`src/hw/hsce_consts.svh`:
```
// Register offsets, field positions and reset values of the channel enable block.
// Assumes inclusion by bare name from the package and the design module.
`ifndef HSCE_CONSTS_SVH
`define HSCE_CONSTS_SVH
`define HSCE_ADDR_INPUT_STATUS 8'h32
`define HSCE_ADDR_CHANNEL_ENABLE 8'h3B
`define HSCE_INPUT_STATUS_RESET 8'h00
`define HSCE_SW_VOTE_RESET 1'h0
`define HSCE_BIT_CH1_SW 0
`define HSCE_BIT_CH1_HW 1
`define HSCE_BIT_CH2_SW 2
`define HSCE_BIT_CH2_HW 3
`define HSCE_BIT_GROUP 4
`define HSCE_BIT_PROT_LO 6
`define HSCE_BIT_PROT_HI 7
`define HSCE_PROT_NOT_POSSIBLE 2'h3
`endif

```
`src/hw/hsce_pkg.sv`:
```
// Types shared by the channel enable block.
// Assumes the constants header sits alongside.
`include "hsce_consts.svh"
package hsce_pkg;
  typedef enum logic [1:0] {
    HSCE_PROT_ALERT,
    HSCE_PROT_ALERT_PG,
    HSCE_PROT_ALERT_PG_OFF
  } hsce_prot_type;
  typedef enum {
    HSCE_LOCKED,
    HSCE_RUN
  } hsce_supply_type;
endpackage : hsce_pkg

```
`src/hw/hsce_channel_ctrl.sv`:
```
// Channel on/off decision logic of a dual hot-swap controller.
// Assumes an I2C slave elsewhere turns frames into byte writes and reads at
// register addresses; analog comparators and straps arrive as asynchronous levels.
// How it works
// - Channel enabled when at least two of three votes are one.
// - Switch on only while supply above lockout and majority enable true.
// - On supply rising above lockout, hardware votes load from strap input.
// - On-pin comparator above 0.6V sets status bit; bit0 ch1, bit1 ch2.
// - Software votes reset to zero; host may write software and hardware votes.
// - Grouping low: channels independent, one fault leaves other running.
// - Grouping high or open: fault on either channel shuts both down.
// - Paired grouping lets both channels share the one monitoring converter.
// - Status bit 4 reads 0 grouped, 1 independent.
// - Status bits 7:6 report critical-fault action; code 11 never occurs.
// - Enable register 0x3B: ch1 sw/hw bits 0/1, ch2 sw/hw bits 2/3.
`timescale 1ns/1ps
`default_nettype none
`include "hsce_consts.svh"
module hsce_channel_ctrl
  import hsce_pkg::*;
#(
  parameter int CHANNELS = 2
) (
  input wire logic clk,
  input wire logic reset,
  input wire logic [7:0] reg_addr,
  input wire logic reg_write,
  input wire logic [7:0] reg_wdata,
  output logic [7:0] reg_rdata,
  input wire logic supply_above_lockout,
  input wire logic hw_enable_strap,
  input wire logic pin_level_ch1,
  input wire logic pin_level_ch2,
  input wire logic group_low,
  input wire logic [1:0] prot_code,
  input wire logic [1:0] fault_shutdown,
  output logic [1:0] switch_on,
  output logic [1:0] channel_enable,
  output logic adc_shared
);

  // Elaboration stops here; fault pairing is written for exactly two channels
  if (CHANNELS != 2) begin : g_channels_check
    $error("hsce_channel_ctrl serves exactly two channels");
  end

  // Two-flop synchronisers; first stage read only by second stage
  logic [4:0] sync1_r;
  logic [4:0] sync2_r;
  logic [1:0] prot1_r;
  logic [1:0] prot2_r;
  always_ff @(posedge clk) begin
    if (reset) begin
      sync1_r <= 5'h00;
      sync2_r <= 5'h00;
      prot1_r <= 2'h0;
      prot2_r <= 2'h0;
    end else begin
      sync1_r <= {supply_above_lockout, hw_enable_strap, pin_level_ch2, pin_level_ch1,
                  group_low};
      sync2_r <= sync1_r;
      prot1_r <= prot_code;
      prot2_r <= prot1_r;
    end
  end

  logic supply_ok;
  logic strap_s;
  logic [1:0] pin_s;
  logic indep_s;
  assign supply_ok = sync2_r[4];
  assign strap_s = sync2_r[3];
  assign pin_s = sync2_r[2:1];
  assign indep_s = sync2_r[0];

  // Supply lockout tracking, used to catch the strap on the rising edge
  hsce_supply_type supply_r;
  logic supply_rise;
  assign supply_rise = (supply_r == HSCE_LOCKED) && supply_ok;
  always_ff @(posedge clk) begin
    if (reset) begin
      supply_r <= HSCE_LOCKED;
    end else begin
      case (supply_r)
        HSCE_LOCKED: begin
          if (supply_ok) begin
            supply_r <= HSCE_RUN;
          end
        end
        default: begin
          if (!supply_ok) begin
            supply_r <= HSCE_LOCKED;
          end
        end
      endcase
    end
  end

  // Enable votes; strap reload on supply rise wins over a host write that cycle
  logic [1:0] sw_enable_vote_r;
  logic [1:0] hw_enable_vote_r;
  logic wr_en;
  assign wr_en = reg_write && (reg_addr == `HSCE_ADDR_CHANNEL_ENABLE);
  always_ff @(posedge clk) begin
    if (reset) begin
      sw_enable_vote_r <= {2{`HSCE_SW_VOTE_RESET}};
    end else if (wr_en) begin
      sw_enable_vote_r <= {reg_wdata[`HSCE_BIT_CH2_SW], reg_wdata[`HSCE_BIT_CH1_SW]};
    end
  end
  always_ff @(posedge clk) begin
    if (reset) begin
      hw_enable_vote_r <= 2'h0;
    end else if (supply_rise) begin
      hw_enable_vote_r <= {2{strap_s}};
    end else if (wr_en) begin
      hw_enable_vote_r <= {reg_wdata[`HSCE_BIT_CH2_HW], reg_wdata[`HSCE_BIT_CH1_HW]};
    end
  end

  // Majority per channel, combined with fault grouping
  logic [1:0] majority;
  logic [1:0] shut;
  logic any_fault;
  assign any_fault = |fault_shutdown;
  genvar ch;
  generate
    for (ch = 0; ch < 2; ch++) begin : g_ch
      assign majority[ch] = (sw_enable_vote_r[ch] & hw_enable_vote_r[ch])
                          | (sw_enable_vote_r[ch] & pin_s[ch])
                          | (hw_enable_vote_r[ch] & pin_s[ch]);
      assign shut[ch] = indep_s ? fault_shutdown[ch] : any_fault;
    end
  endgenerate

  // Outputs re-evaluated every cycle from registered state and the unsynchronised fault_shutdown input
  always_ff @(posedge clk) begin
    if (reset) begin
      channel_enable <= 2'h0;
      switch_on <= 2'h0;
      adc_shared <= 1'b0;
    end else begin
      channel_enable <= majority;
      switch_on <= majority & {2{supply_ok}} & ~shut;
      adc_shared <= ~indep_s;
    end
  end

  // Read data: status and enable registers, other addresses read zero
  logic [7:0] status_val;
  logic [1:0] prot_s;
  // Code 11 cannot arise from a three-state pin; fold it to shutdown action
  assign prot_s = (prot2_r == `HSCE_PROT_NOT_POSSIBLE)
                ? 2'(HSCE_PROT_ALERT_PG_OFF) : prot2_r;
  always_comb begin
    status_val = `HSCE_INPUT_STATUS_RESET;
    status_val[1:0] = pin_s;
    status_val[`HSCE_BIT_GROUP] = indep_s;
    status_val[`HSCE_BIT_PROT_HI:`HSCE_BIT_PROT_LO] = prot_s;
  end
  always_ff @(posedge clk) begin
    if (reset) begin
      reg_rdata <= 8'h00;
    end else if (reg_addr == `HSCE_ADDR_INPUT_STATUS) begin
      reg_rdata <= status_val;
    end else if (reg_addr == `HSCE_ADDR_CHANNEL_ENABLE) begin
      reg_rdata <= {4'h0, hw_enable_vote_r[1], sw_enable_vote_r[1],
                    hw_enable_vote_r[0], sw_enable_vote_r[0]};
    end else begin
      reg_rdata <= 8'h00;
    end
  end

  // Checks on registered state; a broken path shows one cycle after its cause, except chk_switch_majority, which checks the same cycle
  chk_majority_on: assert property (@(posedge clk) disable iff (reset)
    ($countones({sw_enable_vote_r[0], hw_enable_vote_r[0], pin_s[0]}) >= 2)
    |=> channel_enable[0])
    else $error("channel 1 enable missing with two votes");
  chk_ch2_majority_on: assert property (@(posedge clk) disable iff (reset)
    ($countones({sw_enable_vote_r[1], hw_enable_vote_r[1], pin_s[1]}) >= 2)
    |=> channel_enable[1])
    else $error("channel 2 enable missing with two votes");
  chk_majority_off: assert property (@(posedge clk) disable iff (reset)
    ($countones({sw_enable_vote_r[1], hw_enable_vote_r[1], pin_s[1]}) < 2)
    |=> !channel_enable[1])
    else $error("channel 2 enable held with fewer than two votes");
  chk_ch1_majority_off: assert property (@(posedge clk) disable iff (reset)
    ($countones({sw_enable_vote_r[0], hw_enable_vote_r[0], pin_s[0]}) < 2)
    |=> !channel_enable[0])
    else $error("channel 1 enable held with fewer than two votes");
  chk_lockout_gate: assert property (@(posedge clk) disable iff (reset)
    !supply_ok
    |=> switch_on == 2'h0)
    else $error("switch on while supply locked out");
  chk_switch_majority: assert property (@(posedge clk) disable iff (reset)
    (switch_on & ~channel_enable) == 2'h0)
    else $error("switch on without majority enable");
  chk_switch_ready: assert property (@(posedge clk) disable iff (reset)
    (majority == 2'h3 && supply_ok && !any_fault)
    |=> switch_on == 2'h3)
    else $error("switch off although all turn-on conditions hold");
  chk_strap_load: assert property (@(posedge clk) disable iff (reset)
    supply_rise
    |=> hw_enable_vote_r == {2{$past(strap_s)}})
    else $error("hardware votes not loaded from strap");
  chk_hw_hold: assert property (@(posedge clk) disable iff (reset)
    (!wr_en && !supply_rise)
    |=> $stable(hw_enable_vote_r))
    else $error("hardware votes changed with no write or supply rise");
  chk_rise_once: assert property (@(posedge clk) disable iff (reset)
    supply_rise
    |=> !supply_rise)
    else $error("supply rise seen twice in a row");
  chk_status_pins: assert property (@(posedge clk) disable iff (reset)
    (reg_addr == `HSCE_ADDR_INPUT_STATUS)
    |=> reg_rdata[1:0] == $past(pin_s))
    else $error("on-pin status bits wrong");
  chk_sw_write: assert property (@(posedge clk) disable iff (reset)
    wr_en
    |=> sw_enable_vote_r == {$past(reg_wdata[2]), $past(reg_wdata[0])})
    else $error("software vote write lost");
  chk_hw_write: assert property (@(posedge clk) disable iff (reset)
    (wr_en && !supply_rise)
    |=> hw_enable_vote_r == {$past(reg_wdata[3]), $past(reg_wdata[1])})
    else $error("hardware vote write lost");
  chk_sw_hold: assert property (@(posedge clk) disable iff (reset)
    !wr_en
    |=> $stable(sw_enable_vote_r))
    else $error("software votes changed with no write");
  chk_sw_reset: assert property (@(posedge clk)
    reset
    |=> sw_enable_vote_r == 2'h0)
    else $error("software votes not cleared by reset");
  chk_indep_fault: assert property (@(posedge clk) disable iff (reset)
    (indep_s && !fault_shutdown[1] && majority[1] && supply_ok)
    |=> switch_on[1])
    else $error("independent channel 2 shut by other fault");
  chk_ch1_indep_fault: assert property (@(posedge clk) disable iff (reset)
    (indep_s && !fault_shutdown[0] && majority[0] && supply_ok)
    |=> switch_on[0])
    else $error("independent channel 1 shut by other fault");
  chk_ch1_own_fault: assert property (@(posedge clk) disable iff (reset)
    fault_shutdown[0]
    |=> !switch_on[0])
    else $error("channel 1 left on after its own fault");
  chk_ch2_own_fault: assert property (@(posedge clk) disable iff (reset)
    fault_shutdown[1]
    |=> !switch_on[1])
    else $error("channel 2 left on after its own fault");
  chk_paired_fault: assert property (@(posedge clk) disable iff (reset)
    (!indep_s && any_fault)
    |=> switch_on == 2'h0)
    else $error("paired channel left on after fault");
  chk_paired_cross: assert property (@(posedge clk) disable iff (reset)
    (!indep_s && fault_shutdown[1])
    |=> !switch_on[0])
    else $error("channel 1 left on after paired channel 2 fault");
  chk_adc_share: assert property (@(posedge clk) disable iff (reset)
    !indep_s
    |=> adc_shared)
    else $error("converter not shared when paired");
  chk_adc_indep: assert property (@(posedge clk) disable iff (reset)
    indep_s
    |=> !adc_shared)
    else $error("converter shared in independent mode");
  chk_group_bit: assert property (@(posedge clk) disable iff (reset)
    (reg_addr == `HSCE_ADDR_INPUT_STATUS)
    |=> reg_rdata[4] == !adc_shared)
    else $error("grouping status bit wrong");
  chk_status_group: assert property (@(posedge clk) disable iff (reset)
    (reg_addr == `HSCE_ADDR_INPUT_STATUS)
    |=> reg_rdata[4] == $past(indep_s))
    else $error("grouping status bit not from mode input");
  chk_status_unused: assert property (@(posedge clk) disable iff (reset)
    (reg_addr == `HSCE_ADDR_INPUT_STATUS)
    |=> {reg_rdata[5], reg_rdata[3:2]} == 3'h0)
    else $error("unused status bits not zero");
  chk_prot_code: assert property (@(posedge clk) disable iff (reset)
    (reg_addr == `HSCE_ADDR_INPUT_STATUS)
    |=> reg_rdata[7:6] != 2'h3)
    else $error("impossible protection code reported");
  chk_prot_report: assert property (@(posedge clk) disable iff (reset)
    (reg_addr == `HSCE_ADDR_INPUT_STATUS && prot2_r != `HSCE_PROT_NOT_POSSIBLE)
    |=> reg_rdata[7:6] == $past(prot2_r))
    else $error("protection code not reported as sampled");
  chk_prot_fold: assert property (@(posedge clk) disable iff (reset)
    (reg_addr == `HSCE_ADDR_INPUT_STATUS && prot2_r == `HSCE_PROT_NOT_POSSIBLE)
    |=> reg_rdata[7:6] == 2'(HSCE_PROT_ALERT_PG_OFF))
    else $error("impossible protection code not folded to shutdown action");
  chk_enable_upper: assert property (@(posedge clk) disable iff (reset)
    (reg_addr == `HSCE_ADDR_CHANNEL_ENABLE)
    |=> reg_rdata[7:4] == 4'h0)
    else $error("enable register upper bits not zero");
  chk_enable_read: assert property (@(posedge clk) disable iff (reset)
    (reg_addr == `HSCE_ADDR_CHANNEL_ENABLE)
    |=> reg_rdata[3:0] == {$past(hw_enable_vote_r[1]), $past(sw_enable_vote_r[1]),
                           $past(hw_enable_vote_r[0]), $past(sw_enable_vote_r[0])})
    else $error("enable register read does not match votes");
  chk_unmapped_zero: assert property (@(posedge clk) disable iff (reset)
    (reg_addr != `HSCE_ADDR_INPUT_STATUS && reg_addr != `HSCE_ADDR_CHANNEL_ENABLE)
    |=> reg_rdata == 8'h00)
    else $error("unmapped address read not zero");
  chk_other_write: assert property (@(posedge clk) disable iff (reset)
    (reg_write && reg_addr != `HSCE_ADDR_CHANNEL_ENABLE)
    |=> $stable(sw_enable_vote_r))
    else $error("write to another address changed software votes");

endmodule : hsce_channel_ctrl
`default_nettype wire

```
`config.mk`:
```
export PLATFORM = sky130hd
export DESIGN_NAME = hsce_channel_ctrl
export DESIGN_NICKNAME = d
export VERILOG_FILES = /design/src/hw/hsce_pkg.sv /design/src/hw/hsce_channel_ctrl.sv
export VERILOG_INCLUDE_DIRS = /design/src /design/src/hw
export SDC_FILE = /design/constraint.sdc
export NUM_CORES = 1
export LEC_CHECK = 0
export BUFFER_PORTS_ARGS = -buffer_cell sky130_fd_sc_hd__buf_4
export CAP_MARGIN = 10
export CELL_PAD_IN_SITES_DETAIL_PLACEMENT = 0
export CELL_PAD_IN_SITES_GLOBAL_PLACEMENT = 2
export CORE_ASPECT_RATIO = 1.5
export CORE_UTILIZATION = 30
export CTS_BUF_LIST = sky130_fd_sc_hd__clkbuf_8
export DETAILED_ROUTE_END_ITERATION = 6
export GPL_TIMING_DRIVEN = 0
export PLACE_DENSITY_LB_ADDON = 0.1
export SETUP_SLACK_MARGIN = 0.15
export SYNTH_ARGS = -nofsm -noshare
export SYNTH_HDL_FRONTEND = slang
export SYNTH_SLANG_ARGS = --single-unit
```
`constraint.sdc`:
```
create_clock -name clk -period 1.48 [get_ports clk]
set_clock_uncertainty 0.2 [all_clocks]
set_input_delay 0.074 -clock clk [delete_from_list [all_inputs] [get_ports clk]]
set_output_delay 0.074 -clock clk [all_outputs]
set_load 0.05 [all_outputs]
```
==> summary.md <==
The number of sinks on the clock net came out at 31. Global routing used 12.3% of the available tracks across all layers. The run gives 0 as the number of buffers added for setup after CTS. In the layout the commonest cells are 36 x sky130_fd_sc_hd__buf_4, 31 x sky130_fd_sc_hd__dfxtp_1, 20 x sky130_fd_sc_hd__nor2b_1. After synthesis, the cell types taking the most area are sky130_fd_sc_hd__dfxtp_1 58%, sky130_fd_sc_hd__nor2b_1 12%, sky130_fd_sc_hd__and3_1 2.9%.

Global routing finished with a remaining overflow of 0. The number of nets still failing antenna checks after routing is 0. The die boundary width came out at 50.9 um. The biggest area contributor in the post-synthesis netlist is sky130_fd_sc_hd__dfxtp_1. Synthesis produced a netlist with a net count of 125.

The finished cells cover 1620 sq um. For the post-layout instance count excluding filler cells, the log shows 192. The checks that failed: hold timing.

In this run the count of I/O pins placed on the die edge is 41. Setup repair after global routing left no endpoint under its margin. The via count of the first global-routing pass came out at 742.

The first global-routing pass estimated 3240 um of wire. The number of unique standard cell types used by synthesis came out at 31. The repair_antennas step left the layout with diodes totalling 0. The portion of synthesized cell area occupied by the leading cell type was 57.7%; the area of the placeable core was 3420 sq um. The effective utilization at floorplan is 31.5%, and the number of placed instances, taps included is 173.

The total setup violations reported at the end of the flow is 0. The critical path starts at fault_shutdown[0]. Clock-pin slew was measured on the worst setup and hold paths at 0.06 ns.

The count of warnings emitted by yosys was 0. The longest clock path from root to sink contains 2 buffers. The library cell used most frequently in the layout, excluding fill and tap cells, is sky130_fd_sc_hd__buf_4. The area overhead of the layout relative to synthesis works out to 50.1%. The floorplan step defined a die boundary enclosing 3840 sq um. The sum of negative setup slack came out at 0 ns. Proportion of synthesized chip area in sequential cells: 57.7%. Detailed placement ended at an HPWL of 1560 um. The logs give 2 for the number of detailed-route iterations in the first pass and 11 for the pin count of the biggest net entering global routing.

The average instance area after synthesis was 11.2 sq um; the power density over the cells was 1140 nW/um^2. Clock tree synthesis selected as its root buffer the cell sky130_fd_sc_hd__clkbuf_8. Total count of max-transition violations in the final report: 0. The share of final-layout standard cells stronger than drive strength 1 was 30.0%. The time the worst path needs with I/O delays and setup came out at 1.23 ns. The beginning of the worst register-to-register path was sw_enable_vote_r[1]. Across all register-to-register paths, the minimum setup slack is 0.29 ns.

The floorplan has 26 rows. The clock buffer count from CTS was 5; the post-route DRC violation count was 0. Across all layers, the routed design uses 835 vias.

In this run, post-CTS hold repair placed 12 buffers. TritonCTS built the clock tree. At the worst endpoint, the required time is 1.45 ns.

For the worst flop-to-flop path, the logic depth is 2. The floorplan die height came out at 75.4 um. The worst-skew pair later-pin latency was 0.28 ns; the placed standard-cell area was 1390 sq um. The flip-flop and latch count after synthesis came out at 31. For this run, the post-layout net count is 179. The run gives 2150 um as the post-detailed-routing wire length.

The flow ran to the end, but the final reports show violations. The tools report the headroom to the max-slew limit as 63.7%. In the finished design, the share of the clock period the worst path needs comes to 83.4%.

The mean routed wirelength per cell works out to 11.2 um. Along the worst path, the maximum fanout reaches 2. Buffers placed on the I/O ports in this run total 35. The worst setup path is captured at a flop. The first routing iteration left 9 violations. The worst hold path belongs to the class primary input to flop.

The worst-case IR drop observed on VDD is 766 uV. At the worst endpoint, the arrival time is 1.20 ns. At the pin with the least slew margin, the transition time is 0.540 ns.

The global placement routability congestion was 0.699. The critical path class was primary input to flop. The worst setup path is launched from a primary input. The tools report the reg-to-reg critical path endpoint as switch_on[1]. Worst hold margin: -0.0818 ns. Based on the critical path, the design can be clocked at up to 810 MHz. Synthesis produced 96 cells. The initial antenna violation count is 0.

The tool flagged a number of max-cap violations equal to 0. The worst setup path endpoint was switch_on[1]. In this run the static leakage power is 0.000700 uW. In this run the number of H-tree levels came out at 2.

After detailed routing, the number of vias per cell comes to 4.35. For the hold violation count in the final report, the log shows 13. The tools report the cell area after synthesis as 1080 sq um.
cell type report:
type                    count  area [sq um]
multi-input cells          60           434
flip-flops and latches     31           621
fillers                   359          1800
inverters                   2          7.51
clock buffers               5          68.8
plain buffers               3          15.0
repair buffers             47           383
clock inverters             2          33.8
well taps                  42          52.6
power by group:
part	switching [uW]	internal [uW]	leakage (uW)
registers	15.6	869	0.000254
clock network	283	485	0.0000554
logic	78.2	106	0.000391
state kept, by name, summed over array words and instances (netlist names):
register and flops:
adc_shared 1, channel_enable 2, hw_enable_vote_r 2, prot1_r 2, prot2_r 2, reg_rdata 7
supply_r 1, sw_enable_vote_r 2, switch_on 2, sync1_r 5, sync2_r 5
per-stage QoR:
stage,hold WS (ns),setup WS (ns),utilization [%],total power [uW]
final,-0.0818,0.246,47.3,1840
after global routing,-0.0732,0.145,47.3,1920
after CTS,-0.0772,0.237,47.3,1860
after detailed placement,0.0514,0.152,40.7,1060
after global placement,0.0552,0.152,40.7,1060
after floorplan,-0.0493,0.350,-,986
worst min path at each step:
stage / from / end / slack, ns / cells past startpoint
final: reg_addr[6] / hw_enable_vote_r[1] / -0.08 / 3
after global routing: reg_addr[6] / hw_enable_vote_r[1] / -0.07 / 3
after CTS: reg_addr[6] / hw_enable_vote_r[1] / -0.08 / 3
after detailed placement: fault_shutdown[0] / switch_on[0] / 0.05 / 2
after global placement: fault_shutdown[0] / switch_on[0] / 0.06 / 2
after floorplan: fault_shutdown[0] / switch_on[0] / -0.05 / 1
layer usage:
| metal | vias up | share of wire (%) | GRT usage (%) |
|---|---|---|---|
| met5 | - | 0 | 0 |
| met4 | 0 | 2.0 | 7.41 |
| met3 | 5 | 7.9 | 5.79 |
| met2 | 28 | 51 | 21.1 |
| met1 | 368 | 39 | 12.0 |
| li1 | 434 | - | - |
cells in the mapped netlist:
cell type / number
sky130_fd_sc_hd__nand2_1: 1
sky130_fd_sc_hd__nor2_1: 3
sky130_fd_sc_hd__and4b_1: 1
sky130_fd_sc_hd__nand4_1: 1
sky130_fd_sc_hd__nand3_1: 1
sky130_fd_sc_hd__conb_1: 1
sky130_fd_sc_hd__inv_1: 2
sky130_fd_sc_hd__xor2_1: 1
sky130_fd_sc_hd__a2111oi_0: 1
sky130_fd_sc_hd__and4bb_1: 1
sky130_fd_sc_hd__nand4b_4: 1
sky130_fd_sc_hd__and3_4: 1
sky130_fd_sc_hd__nor4_2: 1
sky130_fd_sc_hd__ha_1: 1
sky130_fd_sc_hd__and2_1: 1
sky130_fd_sc_hd__a31oi_1: 1
sky130_fd_sc_hd__nor4b_1: 1
sky130_fd_sc_hd__and3_1: 5
sky130_fd_sc_hd__dfxtp_1: 31
sky130_fd_sc_hd__nor2b_1: 20
sky130_fd_sc_hd__a41oi_1: 1
sky130_fd_sc_hd__mux2i_1: 2
sky130_fd_sc_hd__nand2b_1: 5
sky130_fd_sc_hd__buf_4: 1
sky130_fd_sc_hd__o21ai_0: 1
sky130_fd_sc_hd__a21oi_1: 2
sky130_fd_sc_hd__maj3_1: 1
sky130_fd_sc_hd__o41ai_1: 2
sky130_fd_sc_hd__o21bai_1: 1
sky130_fd_sc_hd__a22oi_1: 2
sky130_fd_sc_hd__clkbuf_1: 2
worst max-delay path: stages:
cell,delay [ns]
sky130_fd_sc_hd__dlygate4sd3_1,0.53
sky130_fd_sc_hd__buf_4,0.13
sky130_fd_sc_hd__nor2b_1,0.12
sky130_fd_sc_hd__a2111oi_1,0.34
repair_timing:
action	CTS	global route
hold endpoints to repair	20	13
gates resized for setup	0	1
setup endpoints to repair	0	1
logic make-up (layout without fill, tap and decap cells):
family	Yosys count	after routing	share of synthesized area, %
simple gates	43	43	27.8
xor+xnor	1	1	0.814
mux	2	2	1.86
flops	31	31	57.7
fa+ha+maj	2	2	2.09
buf+inv	5	59	2.09
other cells	1	1	0.349
compound gates	11	11	7.33
Power figures use the tool's default switching activity.
